## config.mk

```make
export PLATFORM = sky130hd
export DESIGN_NAME = flash_address_lun_select
export DESIGN_NICKNAME = d
export VERILOG_FILES = /design/src/pkg/flash_addr_pkg.sv /design/src/pkg/addr_cycle_if.sv /design/src/addr_cycle_collector.sv /design/src/flash_address_lun_select.sv
export VERILOG_INCLUDE_DIRS = /design/src /design/src/pkg
export SDC_FILE = /design/constraint.sdc
export NUM_CORES = 1
export LEC_CHECK = 0
export ABC_AREA = 1
export BUFFER_PORTS_ARGS = -buffer_cell sky130_fd_sc_hd__buf_4
export CAP_MARGIN = 20
export CORE_UTILIZATION = 60
export CTS_BUF_LIST = sky130_fd_sc_hd__clkbuf_2 sky130_fd_sc_hd__clkbuf_4 sky130_fd_sc_hd__clkbuf_8
export DETAILED_ROUTE_END_ITERATION = 10
export PLACE_DENSITY = 0.82
export SLEW_MARGIN = 10
export SYNTH_ARGS = -nofsm -noshare
export SYNTH_HDL_FRONTEND = slang
export SYNTH_HIERARCHICAL = 1
export SYNTH_SLANG_ARGS = --single-unit
export TNS_END_PERCENT = 10
```

## constraint.sdc

```tcl
create_clock -name ref_clk -period 1.9 [get_ports ref_clk]
set_input_delay 0.095 -clock ref_clk [delete_from_list [all_inputs] [get_ports ref_clk]]
set_output_delay 0.095 -clock ref_clk [all_outputs]
set_load 0.005 [all_outputs]
```

## src/pkg/flash_addr_consts.svh

```systemverilog
// Purpose: shared constants for the flash address and unit select block
// Assumes: one target, two logical units, 8-bit command/address bus
// Notes: no timescale here, definitions only
//
// Summary of operation
// - double-rate modes force column bit zero low; odd column is flagged
// - row-only commands such as erase expect no column cycles
// - first address cycle holds least significant bits, last holds most
// - row holds page low, block in middle, unit index on top
// - plane selector is the lowest bits of the block field
// - unit status select disables output of every other unit
// - status select leaves page register choice to last read command
// - program setup without prior 11h may clear idle unit registers
`ifndef FLASH_ADDR_CONSTS_SVH
`define FLASH_ADDR_CONSTS_SVH

// ==========================================================
// address layout
`define COL_BITS 16
`define ROW_BITS 24
`define PAGE_BITS 7
`define BLOCK_BITS 16
`define PAGE_LSB 0
`define BLOCK_LSB 7
`define LUN_LSB 23
`define NUM_LUN 2
`define PLANE_BITS 2
`define NUM_PLANE 4
`define COL_CYCLES 3'h2
`define ROW_CYCLES 3'h3

// ==========================================================
// commands
`define CMD_READ 8'h00
`define CMD_READ_GO 8'h30
`define CMD_READ_CACHE 8'h31
`define CMD_READ_MP 8'h32
`define CMD_COPY_READ 8'h35
`define CMD_PROG 8'h80
`define CMD_PROG_B 8'h81
`define CMD_PROG_C 8'h85
`define CMD_PROG_GO 8'h10
`define CMD_PROG_MP 8'h11
`define CMD_PROG_CACHE 8'h15
`define CMD_ERASE 8'h60
`define CMD_ERASE_GO 8'hD0
`define CMD_ERASE_MP 8'hD1
`define CMD_STATUS_SEL 8'h78
`define CMD_COL_MOVE 8'h05
`define CMD_COL_MOVE_ENH 8'h06

// ==========================================================
// restriction modes and reset values
`define RESTRICT_NONE 2'h0
`define RESTRICT_FULL 2'h1
`define RESTRICT_XNOR 2'h2
`define RST_LUN_EN 2'h1

`endif

```

## src/pkg/flash_addr_pkg.sv

```systemverilog
// Purpose: types for the flash address and unit select block
// Assumes: constants header is reachable by bare name
// Notes: types only
`include "flash_addr_consts.svh"
package flash_addr_pkg;
    typedef logic [`COL_BITS-1:0] col_t;
    typedef logic [`ROW_BITS-1:0] row_t;
    typedef logic [`NUM_LUN-1:0] lun_vec_t;
    typedef logic [`PLANE_BITS-1:0] plane_t;
    typedef logic [`BLOCK_BITS-1:0] block_t;
    typedef logic [`PAGE_BITS-1:0] page_t;
    typedef enum {ST_IDLE, ST_ADDR, ST_CONFIRM} state_t;
    typedef enum {OP_NONE, OP_READ, OP_PROG, OP_ERASE, OP_STATUS_SEL,
        OP_COL_MOVE, OP_COL_MOVE_ENH} op_t;
endpackage

```

## src/pkg/addr_cycle_if.sv

```systemverilog
// Purpose: carrier between command decode and address cycle collector
// Assumes: single clock domain
// Notes: start and done are one-cycle pulses
`timescale 1ns/10ps
interface addr_cycle_if;
    import flash_addr_pkg::*;
    logic start;
    logic withCol;
    logic withRow;
    logic strobe;
    logic [7:0] data;
    logic done;
    col_t col;
    row_t row;
    modport collector
    (
        input start, withCol, withRow, strobe, data,
        output done, col, row
    );
    modport decoder
    (
        output start, withCol, withRow, strobe, data,
        input done, col, row
    );
endinterface

```

## src/addr_cycle_collector.sv

```systemverilog
// Purpose: gathers column then row address bytes into words
// Assumes: strobe is one cycle per address byte
// Notes: a new start aborts any sequence in progress
`timescale 1ns/10ps
module addr_cycle_collector
(
    input wire logic clk,
    input wire logic rst_n,
    addr_cycle_if.collector ac
);
    import flash_addr_pkg::*;

    // ==========================================================
    // cycle counting
    logic busy;
    logic [2:0] colLeft;
    logic [2:0] rowLeft;

    always_ff @(posedge clk or negedge rst_n)
    begin
        if (!rst_n)
        begin
            busy <= 1'b0;
            colLeft <= 3'h0;
            rowLeft <= 3'h0;
        end
        else if (ac.start)
        begin
            busy <= ac.withCol | ac.withRow;
            colLeft <= ac.withCol ? `COL_CYCLES : 3'h0;
            rowLeft <= ac.withRow ? `ROW_CYCLES : 3'h0;
        end
        else if (busy && ac.strobe)
        begin
            if (colLeft != 3'h0)
                colLeft <= colLeft - 3'h1;
            else
                rowLeft <= rowLeft - 3'h1;
            if ((colLeft + rowLeft) == 3'h1)
                busy <= 1'b0;
        end
    end

    // ==========================================================
    // byte shifting, first byte ends lowest
    always_ff @(posedge clk or negedge rst_n)
    begin
        if (!rst_n)
        begin
            ac.col <= '0;
            ac.row <= '0;
        end
        else if (ac.start)
        begin
            ac.col <= '0;
            ac.row <= '0;
        end
        else if (busy && ac.strobe)
        begin
            if (colLeft != 3'h0)
                ac.col <= {ac.data, ac.col[`COL_BITS-1:8]};
            else
                ac.row <= {ac.data, ac.row[`ROW_BITS-1:8]};
        end
    end

    always_ff @(posedge clk or negedge rst_n)
    begin
        if (!rst_n)
            ac.done <= 1'b0;
        else
            ac.done <= busy && ac.strobe && !ac.start &&
                ((colLeft + rowLeft) == 3'h1);
    end
endmodule

```

## src/flash_address_lun_select.sv

```systemverilog
// Purpose: command decode, row field split and unit output selection
// Assumes: latch strobes are one cycle wide and synchronous to ref_clk
// Notes: host-side ordering is checked only where flags are cheap
`timescale 1ns/10ps
module flash_address_lun_select
(
    input wire logic ref_clk,
    input wire logic rst_n,
    input wire logic cmdLatch,
    input wire logic addrLatch,
    input wire logic [7:0] busIn,
    input wire logic doubleRateMode,
    input wire logic regClearEnable,
    input wire logic [1:0] restrictMode,
    input wire flash_addr_pkg::lun_vec_t lunBusy,
    output flash_addr_pkg::col_t colAddr,
    output flash_addr_pkg::page_t pageAddr,
    output flash_addr_pkg::block_t blockAddr,
    output logic lunAddr,
    output flash_addr_pkg::plane_t planeSel,
    output logic addrReady,
    output logic colOddError,
    output flash_addr_pkg::lun_vec_t lunOutEn,
    output flash_addr_pkg::lun_vec_t pageRegSel,
    output flash_addr_pkg::lun_vec_t pageRegClear,
    output logic planeRepeat,
    output logic blockConflict
);
    import flash_addr_pkg::*;

    addr_cycle_if ac();
    state_t state;
    op_t op;
    op_t next_op;
    logic next_col;
    logic next_row;
    logic prevWasMp;
    logic [`NUM_PLANE-1:0] planeUsed;
    block_t firstBlock;
    plane_t firstPlane;
    row_t row;
    plane_t rowPlane;
    block_t rowBlock;
    logic restricted;

    // ==========================================================
    // command decode
    always_comb
    begin
        next_op = OP_NONE;
        next_col = 1'b0;
        next_row = 1'b0;
        case (busIn)
            `CMD_READ:
            begin
                next_op = OP_READ;
                next_col = 1'b1;
                next_row = 1'b1;
            end
            `CMD_PROG, `CMD_PROG_B, `CMD_PROG_C:
            begin
                next_op = OP_PROG;
                next_col = 1'b1;
                next_row = 1'b1;
            end
            `CMD_ERASE:
            begin
                next_op = OP_ERASE;
                next_row = 1'b1;
            end
            `CMD_STATUS_SEL:
            begin
                next_op = OP_STATUS_SEL;
                next_row = 1'b1;
            end
            `CMD_COL_MOVE:
            begin
                next_op = OP_COL_MOVE;
                next_col = 1'b1;
            end
            `CMD_COL_MOVE_ENH:
            begin
                next_op = OP_COL_MOVE_ENH;
                next_col = 1'b1;
                next_row = 1'b1;
            end
            default:
            begin
                next_op = OP_NONE;
            end
        endcase
    end

    assign ac.start = cmdLatch && (next_op != OP_NONE);
    assign ac.withCol = next_col;
    assign ac.withRow = next_row;
    assign ac.strobe = addrLatch;
    assign ac.data = busIn;

    addr_cycle_collector u_collector
    (
        .clk(ref_clk),
        .rst_n(rst_n),
        .ac(ac.collector)
    );

    // ==========================================================
    // row field split
    assign row = ac.row;
    assign rowBlock = row[`LUN_LSB-1:`BLOCK_LSB];
    assign rowPlane = rowBlock[`PLANE_BITS-1:0];

    always_comb
    begin
        restricted = 1'b0;
        case (restrictMode)
            `RESTRICT_FULL: restricted = 1'b1;
            `RESTRICT_XNOR:
                restricted = ~(firstPlane[0] ^ rowPlane[0]);
            default: restricted = 1'b0;
        endcase
    end

    // ==========================================================
    // sequence state
    always_ff @(posedge ref_clk or negedge rst_n)
    begin
        if (!rst_n)
        begin
            state <= ST_IDLE;
            op <= OP_NONE;
        end
        else if (ac.start)
        begin
            state <= ST_ADDR;
            op <= next_op;
        end
        else
        begin
            case (state)
                ST_IDLE: state <= ST_IDLE;
                ST_ADDR:
                begin
                    if (ac.done)
                        state <= (op == OP_READ || op == OP_PROG ||
                            op == OP_ERASE) ? ST_CONFIRM : ST_IDLE;
                end
                ST_CONFIRM:
                begin
                    if (cmdLatch)
                        state <= ST_IDLE;
                end
                default: state <= ST_IDLE;
            endcase
        end
    end

    always_ff @(posedge ref_clk or negedge rst_n)
    begin
        if (!rst_n)
            prevWasMp <= 1'b0;
        else if (cmdLatch)
            prevWasMp <= (busIn == `CMD_PROG_MP);
    end

    // ==========================================================
    // captured address fields
    always_ff @(posedge ref_clk or negedge rst_n)
    begin
        if (!rst_n)
        begin
            colAddr <= '0;
            colOddError <= 1'b0;
        end
        else if (ac.done && op != OP_ERASE && op != OP_STATUS_SEL)
        begin
            colAddr <= {ac.col[`COL_BITS-1:1],
                ac.col[0] & ~doubleRateMode};
            colOddError <= doubleRateMode & ac.col[0];
        end
    end

    always_ff @(posedge ref_clk or negedge rst_n)
    begin
        if (!rst_n)
        begin
            pageAddr <= '0;
            blockAddr <= '0;
            lunAddr <= 1'b0;
            planeSel <= '0;
        end
        else if (ac.done && op != OP_COL_MOVE)
        begin
            pageAddr <= row[`BLOCK_LSB-1:`PAGE_LSB];
            blockAddr <= rowBlock;
            lunAddr <= row[`LUN_LSB];
            planeSel <= rowPlane;
        end
    end

    always_ff @(posedge ref_clk or negedge rst_n)
    begin
        if (!rst_n)
            addrReady <= 1'b0;
        else
            addrReady <= ac.done;
    end

    // ==========================================================
    // unit output path selection
    always_ff @(posedge ref_clk or negedge rst_n)
    begin
        if (!rst_n)
            lunOutEn <= `RST_LUN_EN;
        else if (ac.done && (op == OP_STATUS_SEL || op == OP_COL_MOVE_ENH))
        begin
            for (int i = 0; i < `NUM_LUN; i++)
                lunOutEn[i] <= (row[`LUN_LSB] == i[0]);
        end
    end

    // page register choice per unit, untouched by status select
    always_ff @(posedge ref_clk or negedge rst_n)
    begin
        if (!rst_n)
            pageRegSel <= '0;
        else if (state == ST_CONFIRM && cmdLatch && op == OP_READ)
        begin
            if (busIn == `CMD_READ_GO || busIn == `CMD_COPY_READ)
                pageRegSel[lunAddr] <= 1'b0;
            else if (busIn == `CMD_READ_CACHE)
                pageRegSel[lunAddr] <= 1'b1;
        end
    end

    // idle units drop their page register on a fresh 80h program setup while regClearEnable is low
    always_ff @(posedge ref_clk or negedge rst_n)
    begin
        if (!rst_n)
            pageRegClear <= '0;
        else if (cmdLatch && busIn == `CMD_PROG && !prevWasMp &&
            !regClearEnable)
            pageRegClear <= ~lunBusy;
        else
            pageRegClear <= '0;
    end

    // ==========================================================
    // multi-plane bookkeeping
    always_ff @(posedge ref_clk or negedge rst_n)
    begin
        if (!rst_n)
        begin
            planeUsed <= '0;
            firstBlock <= '0;
            firstPlane <= '0;
            planeRepeat <= 1'b0;
            blockConflict <= 1'b0;
        end
        else if (ac.done && (op == OP_READ || op == OP_PROG ||
            op == OP_ERASE))
        begin
            if (planeUsed == '0)
            begin
                firstBlock <= rowBlock;
                firstPlane <= rowPlane;
                planeRepeat <= 1'b0;
                blockConflict <= 1'b0;
            end
            else
            begin
                if (planeUsed[rowPlane])
                    planeRepeat <= 1'b1;
                if (restricted && (firstBlock[`BLOCK_BITS-1:`PLANE_BITS] !=
                    rowBlock[`BLOCK_BITS-1:`PLANE_BITS]))
                    blockConflict <= 1'b1;
            end
            planeUsed[rowPlane] <= 1'b1;
        end
        else if (state == ST_CONFIRM && cmdLatch &&
            busIn != `CMD_PROG_MP && busIn != `CMD_READ_MP &&
            busIn != `CMD_ERASE_MP)
            planeUsed <= '0;
    end
endmodule

```

==> results.md, run 1 <==
* Cell Pwr Density at 1310 nW/um^2
* Largest net degree at the start of global routing at 42
* First-pass GRT wire length at 22000 microns
* Cts bufs inserted at 17
* GPL Wtd Cong at 0.889
* # diodes at 0
* Iter 0 DRT Violations at 295
* Status: complete, no violations
* Synth cell types at 38
* Max Freq at 0.594 GHz
* Via count at 4799
* Max-Cap Viols at 0
* Dpl hpwl at 9480 microns
* Row count at 35
* Buffers inserted by post-CTS timing repair at 0
* Cell Area, Placed at about 6600 sq um
* Area leader, netlist: dfrtp_1
* Post-Syn Instances at 687
* TritonCTS clock tree: yes
* Yosys warns at 6
* Worst EP arrival at 2020 ps
* Sink Count at 123
* Hold Buf Count CTS at 7
* Routed WL per cell at 14.3 microns
* Post-DRT Antenna Nets at 0
* Reg2reg end: u_collector/rowLeft[0]$_DFFE_PN0P_
* Period utilization at 88.7%
* Starting Density at 62.8%
* Worst setup margin at 215 ps
* Layout cells sized above 1 at 21.1%
* HP Class: in2reg
* Post-CTS sizing at 0
* R2R Path Start: u_collector/colLeft[1]$_DFFE_PN0P_
* Die Span Y at 101 microns
* Reg clk slew, reported paths at roughly 80 ps
* Net count after synthesis at slightly above 700
* Die Width at 101 microns
* Initial antenna violation count at 0
* Top Ports at 70
* WP data required at ~2200 ps
* CP Max Fanout at 13
* Overall Power at 9.24 mW
* Area Overhead vs Synth at 19.5%
* H-tree Lvls at 4
* Synth Area per Inst at approximately 8.6 sq um
* Post-Syn Area at 5880 sq um
* Worst VDD drop at 0.000696 V
* Final Hold Viols at 0
* Number of global-route vias before repair at 4819
* GR Util All Layers at 28.2%
* Register area share after synthesis at a little over half
* DP Worst Slack at 64.1 ps
* FF-to-FF path depth at 6
* Max_slew headroom at 63.8%
* 1st-pass router iterations at 5
* Fin nets at 799
* Post-Route Skew at 13.5 ps
* # DRC at 0
* Synth area leaders: dfrtp_1, nand2_1, inv_1
* CTS root buf: clkbuf_8
* Worst Hold Launch: busIn[6]
* Wirelength, routed at 13100 microns
* Commonest non-fill, non-tap cell in the layout: nand2_1
* Min cycle time layout at 1680 ps
* Hold slack at 48.7 ps
* Clk_lat worst skew at 430 ps
* Worst-margin pin slew at ~540 ps
* IO buf count at 69
* Worst Setup SP: u_collector/colLeft[1]$_DFFE_PN0P_
* Drt via density at 5.24
* Leakage power at 3.59 nW
* Final Instance Area at 7030 sq um
* Area fraction of the dominant cell type after synthesis at 51.9%
* Post-Route Setup TNS at 0 ps
* FF-to-FF setup slack at 220 ps
* Worst Hold Depth at 4
* Crit path kind: reg2reg
* Core area at 9370 sq um
* Hold EP: prevWasMp$_DFFE_PN0P_
* Synthesis-stage register bit count at 123
* Clock Tree Buf Depth at 2
* # setup viols final at 0
* Die area at 10200 sq um
* Max Slew Vio Count at 0
* Critical path endpoint category: register
* RSZ-0062 raised after global routing: false
* Most frequent cells in the layout: nand2_1, dfrtp_1, inv_1
* Setup crit start kind: register
* GR Overflow Total at 0
==> power by group <==
group	internal (mW)	switching (mW)	leakage (nW)
logic	1.31	1.52	1.82
registers	3.48	0.675	1.58
clock network	1.22	1.04	0.190
total	6.01	3.24	3.59
==> sequential cells by signal, summed over array words and instances, names as in the netlist, 3 cells and up, named ones only <==
signal               cells
firstBlock              15
pageAddr                 7
op                       3
planeUsed                4
u_collector/rowLeft      3
u_collector/colLeft      3
blockAddr               16
u_collector/ac.row      24
u_collector/ac.col      16
colAddr                 16
==> layout make-up <==
cell class	instances	area (sq um)
clock buffers	21	264
clock inverters	11	123
fillers	714	2340
inverters	112	420
multi-input cells	426	2200
flip-flops and latches	123	3080
well taps	129	161
repair buffers	94	786
==> layer usage <==
metal | track usage [%] | routed length (microns) | part of all wire [%]
met5 | 0 | 0 | 0
met4 | 14.4 | 424 | 3.2
met3 | 5.96 | 584 | 4.5
met2 | 46.4 | 6440 | 49
met1 | 35.4 | 5620 | 43
==> worst max-delay path, stage by stage (launching register included) <==
cell and delay [ps]:
dfrtp_1 410, inv_1 120, ha_1 240, nand2_4 100, o21ai_2 450, nand2_1 140
o21ai_0 120
==> cell families (layout without fill, tap and decap cells) <==
kind of cell,after synthesis,count (layout),synth area share [%]
and+or+nand+nor,277,277,19.8
xor gates and xnor gates,4,4,0.596
buffers and inverters,138,238,10.3
AOI/OAI and AO/OA,131,131,14.0
DFF,123,123,52.4
muxes,7,7,1.34
adders and majority gates,7,7,1.62
==> synth_stat cells <==
cell type,count
a21oi_1,29
a22oi_1,1
a31oi_4,1
and2_1,1
buf_2,12
buf_4,7
buf_6,6
clkbuf_1,1
dfrtp_1,122
dfstp_2,1
fa_1,1
ha_1,6
inv_1,107
inv_2,5
mux2_1,6
mux2_2,1
nand2_1,173
nand2_2,2
nand2_4,2
nand3_1,36
nand3_4,1
nand3b_1,1
nand4_1,4
nor2_1,48
nor2_4,2
nor3_1,4
nor3_2,1
o211ai_1,1
o21ai_0,62
o21ai_1,1
o21ai_2,26
o21bai_1,2
o31ai_1,5
o31ai_2,2
o31ai_4,1
or2_2,2
xnor2_1,2
xor2_1,2
==> metrics by stage <==
stage / utilization (%) / instances
global route: 75.0 / 916
CTS: 75.0 / 916
detailed placement: 70.2 / 877
finish: 75.0 / 916
floorplan: - / 687
global placement: 70.2 / 877
==> worst max path at each step <==
stage	cells past startpoint	to
6_report	6	u_collector/rowLeft[0]$_DFFE_PN0P_
5_1_grt	5	u_collector/rowLeft[2]$_DFFE_PN0P_
4_1_cts	6	u_collector/rowLeft[0]$_DFFE_PN0P_
3_5_place_dp	14	u_collector/ac.row[19]$_DFFE_PN0P_
3_3_place_gp	14	u_collector/ac.row[18]$_DFFE_PN0P_
2_1_floorplan	14	u_collector/ac.row[15]$_DFFE_PN0P_
No activity file was read; power rests on OpenSTA's default activity.
==> run 2: changes to the inputs <==
ABC_AREA = unset   (was 1)
==> run 2 against run 1 <==
Net effect:
- the flow now finishes with violations (design-rule violations)
- non-clock buffer count increased by 21
- clock power increased by 24%
- clock skew decreased by 2.8 ps
- first-iteration DRC count decreased by 31%
- core utilization increased by 3.5 points
- global-route usage decreased by 0.060 points
- flip-flop and latch count unchanged
- register-to-register slack got worse by 80 ps
- maximum frequency decreased by 4.4%
- routed wire length decreased by 4.5%
- final area decreased by 1.1%
- cell count decreased by 21%
- largest power group unchanged
==> results.md, run 2 <==
* Status: finished, violations left
* Violated checks: design-rule violations
* Yosys warns at 6 (unchanged)
* RSZ-0062 raised after global routing: false
* Cts bufs inserted at 17 (unchanged)
* Worst-margin pin slew at 657 ps (+114 ps)
* Worst-path cell chain: o211a_1 > or3b_1 > a311o_1 > o21a_1
* Die Width at 98.2 microns (-2.8%)
* Post-DRT Antenna Nets at 0 (unchanged)
* Area leader, netlist: dfrtp_1
* Layout cells sized above 1 at 25.7% (+4.6 points)
* Commonest non-fill, non-tap cell in the layout: dfrtp_1
* Max_slew headroom at 56.2% (-7.6 points)
* R2R Path Start: u_collector/ac.done$_DFF_PN0_
* Post-Syn Area at 5550 sq um (-5.6%)
* Initial antenna violation count at 0 (unchanged)
* Most frequent cells in the layout: dfrtp_1, buf_4, nand2_1
* GR Overflow Total at 0 (unchanged)
* Core area at 8850 sq um (-5.6%)
* Worst setup margin at 138 ps (-77.5 ps)
* # DRC at 1 (+1)
* Via count at 4283 (-11%)
* Post-Syn Instances at 497 (-28%)
* Starting Density at 62.8% (about the same)
* Hold slack at 46.3 ps (-2.32 ps)
* CP Max Fanout at 7 (-6)
* Cell Area, Placed at 6320 sq um (-3.8%)
* Setup crit start kind: register
* Worst VDD drop at 0.000622 V (-11%)
* Synth Area per Inst at 11.2 sq um (+30%)
* Area Overhead vs Synth at 25.2%
* Die Span Y at 98.2 microns (-2.8%)
* Worst EP arrival at 2080 ps (+60 ps)
* # diodes at 0 (unchanged)
* Bufs and invs on worst path at 0 (-1)
* Reg clk slew, reported paths at 70 ps (about the same)
* Critical path's top delay family: compound AO/OA/AOI/OAI gates
* GR Util All Layers at 28.1% (-0.060 points)
* Critical path endpoint category: register
* Sink Count at 123 (unchanged)
* Ys async rst share at 100% (unchanged)
* Net count after synthesis at 522 (-27%)
* Reg with most FFs: u_collector/ac.row
* Cell Pwr Density at 1010 nW/um^2 (-23%)
* Dpl hpwl at 8310 microns (-12%)
* Synthesis-stage register bit count at 123 (unchanged)
* Period utilization at 92.7% (+4.1 points)
* FF-to-FF path depth at 4 (-2)
* Post-synth EDFFs at 0 (unchanged)
* Worst Hold Depth at 4 (unchanged)
* TritonCTS clock tree: yes
* Worst Hold Launch: busIn[6]
* Fin nets at 624 (-22%)
* Reg2reg end: planeUsed[3]$_DFFE_PN0P_
* Crit path kind: reg2reg
* First-pass GRT wire length at 21100 microns (-3.9%)
* Wirelength, routed at 12500 microns (-4.5%)
* Final Hold Viols at 0 (unchanged)
* Max reg flops at 24 (unchanged)
* HP Class: in2reg
* Routed WL per cell at 17.3 microns (+22%)
* GPL Wtd Cong at 0.857 (-3.6%)
* Top Ports at 70 (unchanged)
* Synth cell types at 62 (+63%)
* Leakage power at 3.54 nW (-1.5%)
* CTS root buf: clkbuf_8
* 1st-pass router iterations at 10 (+5)
* Row count at 34 (-2.9%)
* Top-count cell post-synth: dfrtp_1
* Area fraction of the dominant cell type after synthesis at 55.0% (+3.1 points)
* WP data required at 2220 ps (about the same)
* Fillers at 561 (-21%)
* Max stage delay on crit path at 500 ps (+50 ps)
* Clk_lat worst skew at 430 ps (about the same)
* Post-Route Skew at 10.7 ps (-2.79 ps)
* Iter 0 DRT Violations at 205 (-31%)
* Ys flop type: dfrtp_1
* DP Worst Slack at -90.8 ps (-155 ps)
* Max Freq at 0.568 GHz (-4.4%)
* IO buf count at 69 (unchanged)
* Slowest CP cell: dfrtp_1
* # setup viols final at 0 (unchanged)
* FF-to-FF setup slack at 140 ps (-80 ps)
* Synth area leaders: dfrtp_1, mux2_1, a21oi_1
* Number of global-route vias before repair at 4342 (-9.9%)
* Overall Power at 7.05 mW (-24%)
* Post-synth top cells: dfrtp_1, nand2_1, a21oi_1
* Min cycle time layout at 1760 ps (+77.5 ps)
* Largest net degree at the start of global routing at 49 (+17%)
* Final Instance Area at 6950 sq um (-1.1%)
* Max Slew Vio Count at 0 (unchanged)
* Die area at 9640 sq um (-5.5%)
* H-tree Lvls at 4 (unchanged)
* Clock Tree Buf Depth at 2 (unchanged)
* Register area share after synthesis at 55.5% (+3.1 points)
* Max-Cap Viols at 0 (unchanged)
* Hold EP: prevWasMp$_DFFE_PN0P_
* Drt via density at 5.95 (+14%)
==> run 2: cell families after synthesis <==
logic type / synth area share, %
mux: 12.0
buf+inv: 3.72
compound gates: 10.1
xor+xnor: 3.27
simple gates: 13.8
flops: 55.5
fa+ha+maj: 1.71
==> run 2: worst max path at each step <==
stage / from / to / slack, ps / cells past startpoint
2_1_floorplan: busIn[0] / u_collector/rowLeft[2]$_DFFE_PN0P_ / 8 / 8
5_1_grt: u_collector/colLeft[1]$_DFFE_PN0P_ / u_collector/rowLeft[1]$_DFFE_PN0P_ / 40 / 6
3_5_place_dp: busIn[1] / u_collector/colLeft[1]$_DFFE_PN0P_ / -90 / 9
4_1_cts: busIn[1] / pageRegClear[0]$_DFF_PN0_ / 60 / 7
6_report: u_collector/ac.done$_DFF_PN0_ / planeUsed[3]$_DFFE_PN0P_ / 140 / 4
3_3_place_gp: busIn[1] / u_collector/colLeft[1]$_DFFE_PN0P_ / 10 / 9
==> run 2: cell type report <==
| class | instances | area, sq um | share of cell area (%) |
|---|---|---|---|
| Sequential cell | 123 | 3080 | 44.3 |
| Tap cell | 108 | 135 | 1.94 |
| Multi-Input combinational cell | 331 | 2290 | 32.9 |
| Clock buffer | 18 | 241 | 3.47 |
| Timing Repair Buffer | 115 | 923 | 13.3 |
| Clock inverter | 14 | 241 | 3.47 |
| Inverter | 11 | 41.3 | 0.594 |
==> run 2: what timing repair did <==
item,CTS,global route
gates resized for setup,0,3
endpoints found under the setup margin,0,2
buffers inserted,0,1
hold endpoints to repair,135,1
hold buffers,13,1
==> run 2: routing by layer <==
layer | GRT usage, % | up-vias | part of all wire (%) | wire, microns
met1 | 36.2 | 2132 | 42 | 5210
met3 | 5.51 | 31 | 5.1 | 635
met5 | 0 | - | 0 | 0
met2 | 46.6 | 169 | 50 | 6300
met4 | 12.6 | 0 | 2.7 | 342
li1 | - | 1951 | - | -
==> run 2: power breakdown <==
group          switching, mW  total (mW)  internal [mW]
sequential             0.252        3.10           2.84
clock                   1.08        2.80           1.72
combinational          0.666        1.16          0.495
total                   2.00        7.05           5.05
==> run 2: metrics by stage <==
stage	util [%]	instances	TNS, ps
3_3_place_gp	71.5	674	0
2_1_floorplan	-	497	0
4_1_cts	78.4	719	0
3_5_place_dp	71.5	674	-115
6_report	78.6	720	0
5_1_grt	78.6	720	0
==> run 2: worst register-to-register path: stages (launching register included) <==
cell,delay (ps)
dfrtp_1,500
o211a_1,220
or3b_1,390
a311o_1,400
o21a_1,140
==> run 3: changes to the inputs <==
CORE_MARGIN = 2   (was unset)
==> run 3 against run 2 <==
Net effect:
- the run now ends clean
- setup slack worse by 110 ps
- sequential power about the same
- power down 6.6%
- first-iteration DRC count up 35%
- hold slack worse by 18 ps
- final area down 0.68%
- die area up 4.1%
- count of clock-buffer cells in the layout down 1
- critical path depth up 3
- global-route usage down 1.3 points
- register-to-register slack about the same
- core utilization down 2.8 points
- critical path type is now in2reg
- largest power group unchanged
- highest routed layer unchanged
==> results.md, run 3 (synthesis gave the netlist of run 2 again) <==
* Clk_lat worst skew at 440 ps (about the same)
* Worst VDD drop at 0.000620 V (-0.21%)
* Dpl hpwl at 8540 microns (+2.7%)
* Wirelength, routed at 12700 microns (+1.5%)
* Status: complete, no violations
* Leakage power at 3.50 nW (-1.1%)
* WP data required at 2270 ps (+50 ps)
* HP Class: in2reg
* GR Overflow Total at 0 (unchanged)
* Iter 0 DRT Violations at 277 (+35%)
* Reg with most FFs: u_collector/ac.row
* Max reg flops at 24 (unchanged)
* Post-DRT Antenna Nets at 0 (unchanged)
* Core Util, Final at 75.8% (-2.8 points)
* Min cycle time layout at 1870 ps (+112 ps)
* Worst Hold Launch: cmdLatch
* Die Span Y at 100 microns (+2.0%)
* IO buf count at 69 (unchanged)
* Most frequent cells in the layout: dfrtp_1, buf_4, nand2_1
* Commonest non-fill, non-tap cell in the layout: dfrtp_1
* Max Freq at 0.534 GHz (-6.0%)
* GR Util All Layers at 26.9% (-1.3 points)
* Area Overhead vs Synth at 24.4%
* Worst Hold Depth at 3 (-1)
* # DRC at 0 (-1)
* Period utilization at 98.6% (+5.9 points)
* Final Instance Area at 6910 sq um (-0.68%)
* Max Slew Vio Count at 0 (unchanged)
* TritonCTS clock tree: yes
* FF-to-FF setup slack at 140 ps (about the same)
* Routed WL per cell at 17.5 microns (+0.67%)
* Reg2reg end: planeUsed[1]$_DFFE_PN0P_
* Hold EP: prevWasMp$_DFFE_PN0P_
* H-tree Lvls at 4 (unchanged)
* CP Max Fanout at 2 (-5)
* Crit path kind: in2reg
* Worst-margin pin slew at 614 ps (-42.9 ps)
* Drt via density at 5.98 (+0.61%)
* GPL Wtd Cong at 0.967 (+13%)
* Sink Count at 123 (unchanged)
* Row count at 35 (+2.9%)
* Post-CTS sizing at 0 (unchanged)
* Via count at 4345 (+1.4%)
* 1st-pass router iterations at 5 (-5)
* Layout cells sized above 1 at 25.4% (-0.29 points)
* FF-to-FF path depth at 5 (+1)
* CTS root buf: clkbuf_8
* Clock Tree Buf Depth at 2 (unchanged)
* Cell Area, Placed at 6360 sq um (+0.49%)
* Number of global-route vias before repair at 4339 (-0.069%)
* Die Width at 100 microns (+2.0%)
* Die area at 10000 sq um (+4.1%)
* Final Hold Viols at 0 (unchanged)
* FF+latch area at 3080 sq um (unchanged)
* First-pass GRT wire length at 20900 microns (-0.82%)
* Worst EP arrival at 2240 ps (+160 ps)
* Critical path endpoint category: register
* Max_slew headroom at 59.1% (+2.9 points)
* # setup viols final at 0 (unchanged)
* Multi-input gate area at 2290 sq um (-0.22%)
* Initial antenna violation count at 0 (unchanged)
* Fillers at 572 (+2.0%)
* Cts bufs inserted at 17 (unchanged)
* Buffers inserted by post-CTS timing repair at 0 (unchanged)
* Setup crit start kind: input pin
* Post-Route Skew at 8.35 ps (-2.35 ps)
* Reg clk slew, reported paths at 70 ps (about the same)
* Top Ports at 70 (unchanged)
* R2R Path Start: op[2]$_DFFE_PN0P_
* Core area at 9110 sq um (+2.9%)
* Largest net degree at the start of global routing at 38 (-22%)
* Starting Density at 61.0% (-1.8 points)
* RSZ-0062 raised after global routing: false
* Cell Pwr Density at 954 nW/um^2 (-6.0%)
* Max-Cap Viols at 0 (unchanged)
* # diodes at 0 (unchanged)
* Fin nets at 627 (+0.48%)
==> run 3: how the worst max path moves through the flow <==
stage             start                                 end  slack, ps  depth (start not counted)
2_1_floorplan  busIn[0]  u_collector/rowLeft[2]$_DFFE_PN0P_          8                          8
3_3_place_gp   busIn[1]  u_collector/rowLeft[1]$_DFFE_PN0P_         40                          7
3_5_place_dp   busIn[5]  u_collector/rowLeft[1]$_DFFE_PN0P_        -30                          8
4_1_cts        busIn[1]           pageRegClear[1]$_DFF_PN0_         70                          7
5_1_grt        busIn[1]           pageRegClear[0]$_DFF_PN0_          3                          7
6_report       busIn[1]           pageRegClear[0]$_DFF_PN0_         30                          7
==> run 3: worst max-delay path: stages <==
cell and delay, ps:
buf_4 110, or3b_1 390, or3_4 350, buf_4 150
or4b_4 490, nor2_1 100, dlygate4sd3_1 560
==> run 3: report_power, final <==
| group | internal, mW | switching, mW |
|---|---|---|
| combinational | 0.517 | 0.666 |
| clock | 1.18 | 1.13 |
| sequential | 2.84 | 0.252 |
| total | 4.54 | 2.05 |
==> run 3: metrics by stage <==
| stage | hold slack, ps | worst slack (ps) | power [mW] | std cells | setup TNS (ps) |
|---|---|---|---|---|---|
| 5_1_grt | 5.30 | 2.76 | 6.88 | 726 | 0 |
| 4_1_cts | 1.33 | 67.7 | 6.59 | 726 | 0 |
| 3_3_place_gp | 67.2 | 36.8 | 4.19 | 679 | 0 |
| 2_1_floorplan | -201 | 7.94 | 3.80 | 497 | 0 |
| 3_5_place_dp | 69.6 | -27.1 | 4.26 | 679 | -33.0 |
| 6_report | 28.4 | 26.2 | 6.59 | 726 | 0 |
==> run 3: cell type report <==
cell class	instances	share of cell area, %
sequential	123	44.6
multi-input combinational	331	33.1
timing repair buffer	118	13.9
clock buffer	17	3.39
clock inverter	15	2.39
tap	111	2.01
inverter	11	0.598
==> run 3: metal layers <==
layer / wire, microns / global-route usage [%]
met1: 5260 / 34.9
met2: 6240 / 43.7
met3: 870 / 7.10
met4: 297 / 10.0
met5: 0 / 0
==> run 3: repair_timing <==
action | in CTS | in global routing
hold buffers | 15 | 0
hold endpoints to repair | 113 | 0
endpoints found under the setup margin | 0 | 0
